**config.mk**
```make
export PLATFORM = sky130hd
export DESIGN_NAME = dmcp_host
export DESIGN_NICKNAME = d
export VERILOG_FILES = /design/src/verilog/dmcp_host.v /design/src/verilog/dmcp_tick.v
export VERILOG_INCLUDE_DIRS = /design/src /design/src/verilog
export SDC_FILE = /design/constraint.sdc
export NUM_CORES = 1
export LEC_CHECK = 0
export ABC_AREA = 1
export BUFFER_PORTS_ARGS = -buffer_cell sky130_fd_sc_hd__buf_2
export CORE_ASPECT_RATIO = 0.8
export CORE_MARGIN = 2
export CORE_UTILIZATION = 35
export CTS_CLUSTER_DIAMETER = 80
export DETAILED_ROUTE_END_ITERATION = 8
export MAX_ROUTING_LAYER = met4
export PLACE_DENSITY_LB_ADDON = 0.15
export SETUP_SLACK_MARGIN = 0.4
export SLEW_MARGIN = 20
export SYNTH_ARGS = -nofsm -noshare
export SYNTH_HDL_FRONTEND = slang
export SYNTH_SLANG_ARGS = --single-unit
```
**constraint.sdc**
```tcl
create_clock -name hclk -period 4.8 [get_ports hclk]
set_input_delay 0.72 -clock hclk [delete_from_list [all_inputs] [get_ports hclk]]
set_output_delay 0.72 -clock hclk [all_outputs]
set_load 0.02 [all_outputs]
```
**src/verilog/dmcp_regs.vh**
```
// register map, field positions and timing of the dual mode control port host
// assumes an 8 ns hclk and byte offsets compared against haddr[7:0]
`ifndef DMCP_REGS_VH
`define DMCP_REGS_VH

// ----------------------------------------
// register offsets
// ----------------------------------------
`define DMCP_OFF_CTRL 8'h00
`define DMCP_OFF_PTR 8'h04
`define DMCP_OFF_WDATA 8'h08
`define DMCP_OFF_RDATA 8'h0C
`define DMCP_OFF_STATUS 8'h10

// ----------------------------------------
// control fields
// ----------------------------------------
`define DMCP_CTRL_GO 0
`define DMCP_CTRL_RD 1
`define DMCP_CTRL_SPI 2
`define DMCP_CTRL_ALO 3
`define DMCP_CTRL_AHI 4
`define DMCP_CTRL_CNT_LO 5
`define DMCP_CTRL_CNT_HI 6
`define DMCP_CTRL_RESET 7'h00

// ----------------------------------------
// status fields
// ----------------------------------------
`define DMCP_STAT_BUSY 0
`define DMCP_STAT_DONE 1
`define DMCP_STAT_NACK 2

// ----------------------------------------
// pointer byte and address bytes
// ----------------------------------------
`define DMCP_PTR_AUTO_INCREMENT_ENABLE 7
`define DMCP_PTR_MASK 8'h8F
`define DMCP_PTR_RESET 8'h00
`define DMCP_I2C_ID 5'h12
`define DMCP_SPI_ADDR_WR 8'h9E
`define DMCP_SPI_ADDR_RD 8'h9F

// ----------------------------------------
// timing
// ----------------------------------------
`define DMCP_HCLK_NS 8
`define DMCP_QUARTER_NS 1250
`define DMCP_QUARTER_CYC ((`DMCP_QUARTER_NS + `DMCP_HCLK_NS - 1) / `DMCP_HCLK_NS)

`endif

```
**src/verilog/dmcp_host.v**
```verilog
// host controller for a dual mode (i2c or spi) converter control port
// assumes an ahb-lite master with single word transfers; pins resolved by the bench
//
// Chosen here: the register addresses and register access over AHB-Lite.
`timescale 1ns/1ps
`include "dmcp_regs.vh"

module dmcp_host (
  // clock and reset
  input wire hclk,
  input wire hresetn,
  // ahb-lite slave
  input wire hsel,
  input wire [31:0] haddr,
  input wire [1:0] htrans,
  input wire hwrite,
  input wire [2:0] hsize,
  input wire [31:0] hwdata,
  input wire hready,
  output wire hreadyout,
  output wire hresp,
  output reg [31:0] hrdata,
  // i2c pins, open drain
  output wire scl_o,
  output wire scl_oe,
  input wire sda_i,
  output wire sda_o,
  output wire sda_oe,
  // spi pins
  output reg control_clock,
  output reg control_serial_in,
  input wire control_serial_out,
  output reg addr_lo_or_select_n,
  output reg addr_lo_or_select_oe
);

  // ----------------------------------------
  // engine states and byte steps
  // ----------------------------------------
  localparam [4:0] S_IDLE = 5'h01;
  localparam [4:0] S_START = 5'h02;
  localparam [4:0] S_XFER = 5'h04;
  localparam [4:0] S_ACK = 5'h08;
  localparam [4:0] S_STOP = 5'h10;
  localparam [2:0] ST_AW = 3'h0;
  localparam [2:0] ST_PTR = 3'h1;
  localparam [2:0] ST_WD = 3'h2;
  localparam [2:0] ST_AR = 3'h3;
  localparam [2:0] ST_RD = 3'h4;

  // ----------------------------------------
  // declarations
  // ----------------------------------------
  reg wr_pend;
  reg rd_pend;
  reg [7:0] dp_addr;
  reg [6:0] cfg;
  reg [7:0] register_pointer;
  reg [31:0] wdata;
  reg [31:0] rdata;
  reg done;
  reg nack;
  reg [4:0] st;
  reg [2:0] step;
  reg [1:0] phase;
  reg [2:0] bitcnt;
  reg [7:0] shreg;
  reg [1:0] left;
  reg [1:0] bidx;
  reg restart;
  reg ack_bit;
  reg ev_done;
  reg ev_nack;
  reg scl_lvl;
  reg sda_lvl;
  reg [1:0] sync1;
  reg [1:0] sync2;
  reg [4:0] next_st;
  reg [2:0] next_step;
  reg [7:0] next_load;
  reg next_restart;
  reg [7:0] wbyte;
  wire qtick;
  wire ap;
  wire go;
  wire busy;
  wire spi;
  wire reading;
  wire last;
  wire rx;
  wire [1:0] wsel;
  wire [7:0] addr_byte;

  // ----------------------------------------
  // ahb-lite slave: writes zero wait, reads one wait
  // ----------------------------------------
  assign ap = hsel & htrans[1] & hready & (hsize == 3'h2);
  assign hreadyout = ~rd_pend;
  assign hresp = 1'b0;
  assign busy = ~st[0];
  assign go = wr_pend & (dp_addr == `DMCP_OFF_CTRL) & hwdata[`DMCP_CTRL_GO] & ~busy;

  always @(posedge hclk or negedge hresetn) begin
    if (!hresetn) begin
      wr_pend <= 1'b0;
      rd_pend <= 1'b0;
      dp_addr <= 8'h00;
    end else begin
      wr_pend <= ap & hwrite;
      rd_pend <= ap & ~hwrite;
      if (ap) begin
        dp_addr <= haddr[7:0];
      end
    end
  end

  always @(posedge hclk or negedge hresetn) begin
    if (!hresetn) begin
      cfg <= `DMCP_CTRL_RESET;
      register_pointer <= `DMCP_PTR_RESET;
      wdata <= 32'h0000_0000;
      done <= 1'b0;
      nack <= 1'b0;
      hrdata <= 32'h0000_0000;
    end else begin
      if (wr_pend & ~busy) begin
        case (dp_addr)
          `DMCP_OFF_CTRL: cfg <= hwdata[6:0];
          `DMCP_OFF_PTR: register_pointer <= hwdata[7:0] & `DMCP_PTR_MASK;
          `DMCP_OFF_WDATA: wdata <= hwdata;
          default: ;
        endcase
      end
      // event in the clearing cycle wins over the clear
      done <= ev_done | (done & ~(wr_pend & (dp_addr == `DMCP_OFF_STATUS) &
        hwdata[`DMCP_STAT_DONE]));
      nack <= ev_nack | (nack & ~(wr_pend & (dp_addr == `DMCP_OFF_STATUS) &
        hwdata[`DMCP_STAT_NACK]));
      if (rd_pend) begin
        case (dp_addr)
          `DMCP_OFF_CTRL: hrdata <= {25'h000_0000, cfg[6:1], 1'b0};
          `DMCP_OFF_PTR: hrdata <= {24'h00_0000, register_pointer};
          `DMCP_OFF_WDATA: hrdata <= wdata;
          `DMCP_OFF_RDATA: hrdata <= rdata;
          `DMCP_OFF_STATUS: hrdata <= {29'h0000_0000, nack, done, busy};
          default: hrdata <= 32'h0000_0000;
        endcase
      end
    end
  end

  // ----------------------------------------
  // input synchronisers and link divider
  // ----------------------------------------
  always @(posedge hclk or negedge hresetn) begin
    if (!hresetn) begin
      sync1 <= 2'h3;
      sync2 <= 2'h3;
    end else begin
      sync1 <= {control_serial_out, sda_i};
      sync2 <= sync1;
    end
  end

  dmcp_tick u_tick (
    .hclk(hclk),
    .hresetn(hresetn),
    .run(busy),
    .tick(qtick)
  );

  // ----------------------------------------
  // byte sequencing
  // ----------------------------------------
  assign spi = cfg[`DMCP_CTRL_SPI];
  assign reading = (step == ST_RD);
  assign last = (left == 2'h0);
  assign rx = spi ? sync2[1] : sync2[0];
  assign wsel = (step == ST_PTR) ? 2'h0 : bidx + 2'h1;
  assign addr_byte = spi ? ((step == ST_AR) ? `DMCP_SPI_ADDR_RD : `DMCP_SPI_ADDR_WR) :
    {`DMCP_I2C_ID, cfg[`DMCP_CTRL_AHI], cfg[`DMCP_CTRL_ALO], step == ST_AR};

  always @* begin
    case (wsel)
      2'h0: wbyte = wdata[7:0];
      2'h1: wbyte = wdata[15:8];
      2'h2: wbyte = wdata[23:16];
      default: wbyte = wdata[31:24];
    endcase
  end

  // decision taken at the end of each byte
  always @* begin
    next_st = S_XFER;
    next_step = step;
    next_load = 8'h00;
    next_restart = 1'b0;
    case (step)
      ST_AW: begin
        next_step = ST_PTR;
        next_load = register_pointer;
      end
      ST_PTR: begin
        if (cfg[`DMCP_CTRL_RD]) begin
          // pointer set first so the read returns the chosen register
          next_step = ST_AR;
          next_st = spi ? S_STOP : S_START;
          next_restart = spi;
        end else begin
          next_step = ST_WD;
          next_load = wbyte;
        end
      end
      ST_WD: begin
        if (last) begin
          next_st = S_STOP;
        end else begin
          next_load = wbyte; // device moves the pointer only if bit 7 is set
        end
      end
      ST_AR: begin
        next_step = ST_RD;
      end
      default: begin
        if (last) begin
          next_st = S_STOP;
        end
      end
    endcase
  end

  // ----------------------------------------
  // link engine, four quarter ticks per bit
  // ----------------------------------------
  always @(posedge hclk or negedge hresetn) begin
    if (!hresetn) begin
      st <= S_IDLE;
      step <= ST_AW;
      phase <= 2'h0;
      bitcnt <= 3'h0;
      shreg <= 8'h00;
      left <= 2'h0;
      bidx <= 2'h0;
      restart <= 1'b0;
      ack_bit <= 1'b1;
      ev_done <= 1'b0;
      ev_nack <= 1'b0;
      rdata <= 32'h0000_0000;
      scl_lvl <= 1'b1;
      sda_lvl <= 1'b1;
      control_clock <= 1'b0;
      control_serial_in <= 1'b0;
      addr_lo_or_select_n <= 1'b1;
    end else begin
      ev_done <= 1'b0;
      ev_nack <= 1'b0;
      if (go) begin
        st <= S_START;
        step <= ST_AW;
        phase <= 2'h0;
        bidx <= 2'h0;
        restart <= 1'b0;
        left <= hwdata[`DMCP_CTRL_CNT_HI:`DMCP_CTRL_CNT_LO];
      end else if (qtick) begin
        phase <= phase + 2'h1;
        case (st)
          S_START: begin
            case (phase)
              2'h0: begin
                sda_lvl <= 1'b1;
                scl_lvl <= spi;
                control_clock <= 1'b0;
                // select falls only in spi mode, which moves the device over
                addr_lo_or_select_n <= ~spi;
              end
              2'h1: scl_lvl <= 1'b1;
              2'h2: sda_lvl <= spi;
              default: begin
                scl_lvl <= spi;
                shreg <= addr_byte;
                bitcnt <= 3'h0;
                st <= S_XFER;
              end
            endcase
          end
          S_XFER: begin
            case (phase)
              2'h0: begin
                if (spi) begin
                  control_clock <= 1'b0;
                  control_serial_in <= shreg[7]; // msb first
                end else begin
                  scl_lvl <= 1'b0;
                  sda_lvl <= reading | shreg[7];
                end
              end
              2'h1: begin
                // rising link clock, device samples here
                if (spi) begin
                  control_clock <= 1'b1;
                end else begin
                  scl_lvl <= 1'b1;
                end
              end
              2'h2: shreg <= {shreg[6:0], rx};
              default: begin
                bitcnt <= bitcnt + 3'h1;
                if (spi) begin
                  control_clock <= 1'b0;
                end else begin
                  scl_lvl <= 1'b0;
                end
                if (bitcnt == 3'h7) begin
                  if (!spi) begin
                    st <= S_ACK;
                  end else begin
                    if (reading) begin
                      case (bidx)
                        2'h0: rdata[7:0] <= shreg;
                        2'h1: rdata[15:8] <= shreg;
                        2'h2: rdata[23:16] <= shreg;
                        default: rdata[31:24] <= shreg;
                      endcase
                    end
                    if (reading | (step == ST_WD)) begin
                      left <= left - 2'h1;
                      bidx <= bidx + 2'h1;
                    end
                    st <= next_st;
                    step <= next_step;
                    shreg <= next_load;
                    restart <= next_restart;
                  end
                end
              end
            endcase
          end
          S_ACK: begin
            case (phase)
              2'h0: sda_lvl <= reading ? last : 1'b1;
              2'h1: scl_lvl <= 1'b1;
              2'h2: ack_bit <= rx;
              default: begin
                scl_lvl <= 1'b0;
                bitcnt <= 3'h0;
                if (!reading && ack_bit) begin
                  // no acknowledge: address unmatched or byte refused
                  ev_nack <= 1'b1;
                  st <= S_STOP;
                end else begin
                  if (reading) begin
                    case (bidx)
                      2'h0: rdata[7:0] <= shreg;
                      2'h1: rdata[15:8] <= shreg;
                      2'h2: rdata[23:16] <= shreg;
                      default: rdata[31:24] <= shreg;
                    endcase
                  end
                  if (reading | (step == ST_WD)) begin
                    left <= left - 2'h1;
                    bidx <= bidx + 2'h1;
                  end
                  st <= next_st;
                  step <= next_step;
                  shreg <= next_load;
                end
              end
            endcase
          end
          S_STOP: begin
            case (phase)
              2'h0: begin
                scl_lvl <= spi;
                sda_lvl <= spi;
                control_clock <= 1'b0;
              end
              2'h1: scl_lvl <= 1'b1;
              2'h2: begin
                sda_lvl <= 1'b1;
                addr_lo_or_select_n <= 1'b1; // only on whole bytes
              end
              default: begin
                control_serial_in <= 1'b0;
                if (restart) begin
                  restart <= 1'b0;
                  st <= S_START;
                end else begin
                  // pins rest at fixed levels until the next start
                  ev_done <= 1'b1;
                  st <= S_IDLE;
                end
              end
            endcase
          end
          default: phase <= 2'h0;
        endcase
      end
    end
  end

  // ----------------------------------------
  // pin drive
  // ----------------------------------------
  always @(posedge hclk or negedge hresetn) begin
    if (!hresetn) begin
      addr_lo_or_select_oe <= 1'b0;
    end else begin
      addr_lo_or_select_oe <= spi;
    end
  end

  assign scl_o = 1'b0;
  assign sda_o = 1'b0;
  assign scl_oe = ~scl_lvl;
  assign sda_oe = ~sda_lvl;

endmodule // dmcp_host

```
**src/verilog/dmcp_tick.v**
```verilog
// quarter bit period tick generator for the link clock divider
// assumes run is a level on hclk; counter restarts whenever run is low
`timescale 1ns/1ps
`include "dmcp_regs.vh"

module dmcp_tick #(
  parameter [11:0] CYC = `DMCP_QUARTER_CYC
) (
  // clock and reset
  input wire hclk,
  input wire hresetn,
  // control
  input wire run,
  output reg tick
);

  reg [11:0] cnt;

  always @(posedge hclk or negedge hresetn) begin
    if (!hresetn) begin
      cnt <= 12'h000;
      tick <= 1'b0;
    end else if (!run) begin
      cnt <= 12'h000;
      tick <= 1'b0;
    end else if (cnt == CYC - 12'h001) begin
      cnt <= 12'h000;
      tick <= 1'b1;
    end else begin
      cnt <= cnt + 12'h001;
      tick <= 1'b0;
    end
  end

endmodule // dmcp_tick

```
-- Yosys cells after proc, flatten, opt, wreduce, memory -nomap -nowiden
Cells that the tools add are included.
- logic and storage cells: 280
- bits of input ports: 76
- bits in registers: 172
- output and inout bits: 42
- add/subtract/negate cells: 5
- muxes and demuxes: 124
- bitwise operators: 27
- equal/unequal tests: 51
- reductions and logical operators: 42
- operator list (cell ; number):
    $mux W32 ; 6
    $pmux W32 S5 ; 1
    $mux W8 ; 11
    $pmux W8 S3 ; 3
    $pmux W32 S2 ; 1
    $mux W5 ; 12
    $mux W2 ; 21
    $mux W1 ; 36
    $ne A3 B3 Y1 const B ; 12
    $ne A2 B2 Y1 const B ; 17
    $mux W3 ; 9
    $mux W12 ; 2
    $reduce_and A8 Y1 ; 3
    $pmux W1 S2 ; 11
    $pmux W5 S4 ; 1
    $reduce_and A6 Y1 ; 3
    $eq A8 B4 Y1 const B ; 2
    $pmux W8 S2 ; 1
    $and A1 B1 Y1 ; 14
    $reduce_and A7 Y1 ; 2
    $add A12 B1 Y12 const B ; 1
    $eq A12 B8 Y1 const B ; 1
    $pmux W3 S2 ; 2
    $reduce_bool A2 Y1 ; 6
    other kinds (37) ; 71

-- Depth between registers and ports, before layout
- depth in word-level cells: 10
- gate-level depth with buffers: 13
- mapped depth without buffers: 12

-- Hierarchy
Synthesis repeated with hierarchy kept, for this count alone.
- cell total of the unflattened synthesis: 1073
- area total of the unflattened synthesis: 8700.8 um2
- by module, submodules not included (module ; seq. area each (um2) ; area an instance (um2) ; cells an instance ; times used):
    dmcp_host ; 3965.1 ; 7988.9 ; 980 ; 1
    dmcp_tick ; 325.3 ; 711.9 ; 93 ; 1

-- Worst setup path after synthesis
OpenSTA, ideal clock, no wires.
- path type: register -> register
- start: register bidx[0]
- end: register shreg[3]
- cell stages (with the launch flop): 11
- data arrival time: 1.974 ns
- setup slack: 2.748 ns
- library setup time: 0.077 ns
- required time: 4.723 ns
- buffers on the path: 1
- period minus slack after synthesis: 2.052 ns
- cells stage by stage: dfrtp_1 -> inv_1 -> clkbuf_1 -> ha_1 -> o21ai_1 -> nand2_1 -> nand3_1 -> nand2_1 -> nand2_1 -> nand2_1 -> a21oi_1
- cells in the longest elaborated chain, start to end: 10
- elaborated cells on any way between the ends: 15
- those cells by class: add/sub: 1; eq/ne: 2; mux: 11; reduce/logical: 1
- ends and longest elaborated chain (element ; line ; source):
    start, declared ; dmcp_host.v:69 ; reg [1:0] bidx;
    start signal, assigned ; dmcp_host.v:327 ; bidx <= bidx + 2'h1;
    start signal, assigned ; dmcp_host.v:361 ; bidx <= bidx + 2'h1;
    $add A2 B1 Y2 (*) ; dmcp_host.v:179 ; assign wsel = (step == ST_PTR) ? 2'h0 : bidx + 2'h1;
    $mux W2 (*) ; dmcp_host.v:179 ;
    $eq A2 B2 Y1, or another cell as far along ; dmcp_host.v:184 ; case (wsel)
    $pmux W8 S3 (*) ; dmcp_host.v:184 ;
    $mux W8, on equally long branches ; dmcp_host.v:215, dmcp_host.v:204 ;
    $pmux W8 S3 (*) ; dmcp_host.v:198 ; case (step)
    $mux W8 ; dmcp_host.v:314 ; if (!spi) begin
    $mux W8 ; dmcp_host.v:313 ; if (bitcnt == 3'h7) begin
    $pmux W8 S2 ; dmcp_host.v:287 ; case (phase)
    $pmux W8 S3 (*) ; dmcp_host.v:266 ; case (st)
    end signal, assigned ; dmcp_host.v:280 ; shreg <= addr_byte;
    end signal, assigned ; dmcp_host.v:305 ; 2'h2: shreg <= {shreg[6:0], rx};
    end signal, assigned ; dmcp_host.v:331 ; shreg <= next_load;
    end, declared ; dmcp_host.v:67 ; reg [7:0] shreg;
Mark *: on every way between the ends. The rest lies on a longest branch, timed or not. The select of a mux whose other input is x is not followed.
A chain may end at the register's enable or synchronous reset.

-- Worst setup path after layout
- start: register dp_addr[1]
- end: register wdata[21]
- cells in the longest elaborated chain, start to end: 2
- ends and longest elaborated chain (element ; line ; source):
    start, declared ; dmcp_host.v:56 ; reg [7:0] dp_addr;
    start signal, assigned ; dmcp_host.v:112 ; dp_addr <= haddr[7:0];
    $eq A8 B4 Y1 ; dmcp_host.v:127 ; case (dp_addr)
    $reduce_and A2 Y1 (no line) ; n/a ;
    end signal, assigned ; dmcp_host.v:130 ; `DMCP_OFF_WDATA: wdata <= hwdata;
    end, declared ; dmcp_host.v:59 ; reg [31:0] wdata;
Every way passes these cells.

==> flow_metrics.env <==
export IMPL_powerDensity_nw_per_um2=324
export IMPL_tns_ns=0
export IMPL_max_slew_margin_rel_pct=24.7
export IMPL_muxShareOfSynthArea_pct=0.526
export IMPL_grt_max_degree=82
export IMPL_core_area_sq_um=24200
export IMPL_ios=118
export IMPL_period_share_pct=65.9
export IMPL_drtIter0Drc=576
export IMPL_synth_cells=1052
export IMPL_drc=0
export IMPL_root_buffer="clkbuf_16"
export IMPL_clock_latency_ns=0.43
export IMPL_p_leak_nw=4.89
export IMPL_synth_xor_area_share_pct=0.409
export IMPL_yosys_area_share_simple_pct=27.7
export IMPL_run_status="finished, final reports clean"
export IMPL_grt_pass1_wl_mm=36.7
export IMPL_die_h_um=144
export IMPL_synth_seq_area_share_pct=50.1
export IMPL_synth_compound_area_share_pct=11.7
export IMPL_synthAdderAreaFrac_pct=1.90
export IMPL_dr_pass1_iters=5
export IMPL_syn_area_per_cell_sq_um=8.14
export IMPL_post_cts_setup_buffer_count=0
export IMPL_yosysWarnings=0
export IMPL_synth_top_area_share_pct=47.3
export IMPL_syn2layout_area_growth_pct=15.9
export IMPL_cts_buffers=17
export IMPL_cts_tree="yes"
export IMPL_synth_top_family_by_area="simple AND/OR/NAND/NOR gates"
export IMPL_die_area_sq_um=25700
export IMPL_gp_congestion=0.908
export IMPL_synth_seq_cells=171
export IMPL_hold_path_class="input pin to asynchronous set/reset pin"
export IMPL_final_hold_viol_count=0
export IMPL_route_detailed_wl_per_inst_um=15.7
export IMPL_synth_area_leaders="dfrtp_1 (47%), nand2_1 (14%), inv_1 (4.7%)"
export IMPL_arrival_ns=3.48
export IMPL_clock_skew_ns=0.0135
export IMPL_worstMarginPinSlew_ns=1.12
export IMPL_hpwl_mm=16.5
export IMPL_cts_hold_buf=0
export IMPL_clock_sinks=171
export IMPL_timing_fmax_mhz=316
export IMPL_via_per_inst=4.78
export IMPL_antenna_found_initial=0
export IMPL_critPathRequiredTime_ns=5.12
export IMPL_htree_levels=4
export IMPL_synth_edf_count=0
export IMPL_yosys_most_used_dff="dfrtp_1"
export IMPL_die_w_um=179
export IMPL_post_route_util_pct=41.0
export IMPL_clock_path_buffers=2
export IMPL_cts_resized=0
export IMPL_fin_total_pwr_mw=3.21
export IMPL_fillers=2508
export IMPL_rows=51
export IMPL_fin_nets=1221
export IMPL_hold_slack_ns=0.289
export IMPL_rsz0062_at_grt="false"
export IMPL_min_period_ns=3.16
export IMPL_ir_worst_vdd_mv=0.204
export IMPL_max_cap_violations=0
export IMPL_grt_pass1_vias=6767
export IMPL_cts_reportedPaths_clkPinSlew_ns=0.07
export IMPL_setup_violations_final=0
export IMPL_yosysMostFrequentCell="nand2_1"
export IMPL_ys_async_sr_fraction_pct=100
export IMPL_synth_top_area_cell="dfrtp_1"
export IMPL_port_buffers=89
export IMPL_crit_type="flip-flop to flip-flop"
export IMPL_critPathLaunchType="flip-flop"
export IMPL_endpoint_kind="flip-flop"
export IMPL_report_final_slew_viol_count=0
export IMPL_antenna_left=0
export IMPL_synth_area_sq_um=8560
export IMPL_num_vias=7000
export IMPL_diodes=0
export IMPL_wl_mm=22.9
export IMPL_synth_common_cells="nand2_1 (329), dfrtp_1 (162), inv_1 (108)"
export IMPL_cp_max_fo=53
export IMPL_grt_overflow=0
export IMPL_drive_gt1_share_pct=17.0
export IMPL_yosysUniqueCellTypes=48
export IMPL_initial_core_util_pct=35.4
export IMPL_track_usage_pct=19.3
## cell usage in the layout, fill, tap and decap left out, types with 4 or more instances in the layout
| master | count |
|---|---|
| nand3_2 | 6 |
| nor2_4 | 5 |
| clkbuf_16 | 17 |
| nand3_1 | 29 |
| o21ai_2 | 11 |
| nand3_4 | 7 |
| a21oi_1 | 45 |
| nand2_2 | 5 |
| nand2_1 | 329 |
| buf_4 | 5 |
| buf_2 | 88 |
| ha_1 | 13 |
| xor2_1 | 4 |
| nor3_1 | 13 |
| o21ai_0 | 69 |
| dfrtp_1 | 162 |
| bufinv_16 | 5 |
| nor3b_1 | 4 |
| inv_1 | 108 |
| inv_2 | 6 |
| nor2_2 | 5 |
| nand4_1 | 19 |
| nor2_1 | 92 |
| dfstp_2 | 9 |
| o21ai_1 | 44 |
| mux2_2 | 4 |
## worst max-delay path, stage by stage, from the launching register on
cell and delay, ns:
dfrtp_1 0.39, nor2_2 0.21, inv_2 0.10, nor3_1 0.14, nand2_1 0.54, inv_2 0.40
nand2_2 0.65, buf_4 0.44, nor2_1 0.11, a21oi_1 0.05
## through the flow
step / worst slack (ns) / instances / area [sq um]
final: 1.64 / 1463 / 9920
after global routing: 1.26 / 1463 / 9920
after CTS: 1.63 / 1463 / 9920
after detailed placement: 1.64 / 1431 / 9250
after global placement: 1.64 / 1431 / 9250
after floorplan: 2.75 / 1054 / 8570
## flip-flops by register name, summed over array words and instances (netlist names), 5 cells and up
signal            count
hrdata               32
rdata                32
wdata                32
u_tick.cnt           12
dp_addr               8
shreg                 8
cfg                   6
register_pointer      5
st                    5
## cells by family after synthesis
kind of cell,Yosys count
AOI/OAI and AO/OA,183
xor gates and xnor gates,4
adders and majority gates,13
buffers and inverters,151
DFF,171
muxes,4
other,1
and+or+nand+nor,525
## path summary, 6_finish.rpt
check / start / endpoint / slack [ns] / cells after the start
min: hresetn / bitcnt[0] / 0.29 / 1
min reg2reg: sync1[1] / sync2[1] / 0.36 / 0
max in group asynchronous: hresetn / control_serial_in / 3.29 / 2
min in group hclk: sync1[1] / sync2[1] / 0.36 / 0
max reg2reg: dp_addr[1] / wdata[21] / 1.64 / 9
max: dp_addr[1] / wdata[21] / 1.64 / 9
## where the power goes
group | internal (mW) | leakage, nW | switching (mW)
clock network | 0.952 | 0.322 | 0.632
registers | 1.47 | 2.14 | 0.0169
logic | 0.0435 | 2.43 | 0.100
total | 2.47 | 4.89 | 0.749
## metal layers
metal	track usage [%]	wire length, um	vias up	share of wire, %
met5	-	0	-	0
met4	4.54	190	0	0.83
met3	3.12	1010	16	4.4
met2	27.1	9560	146	42
met1	28.8	12100	3306	53
li1	-	-	3532	-
## layout make-up
class | instances | area (sq um) | area share (%)
flip-flops and latches | 171 | 4290 | 43.2
multi-input cells | 732 | 3630 | 36.5
repair buffers | 94 | 489 | 4.93
inverters | 116 | 445 | 4.49
clock buffers | 18 | 439 | 4.43
well taps | 318 | 398 | 4.01
clock inverters | 14 | 233 | 2.35
(Power assumes the default switching activity.)
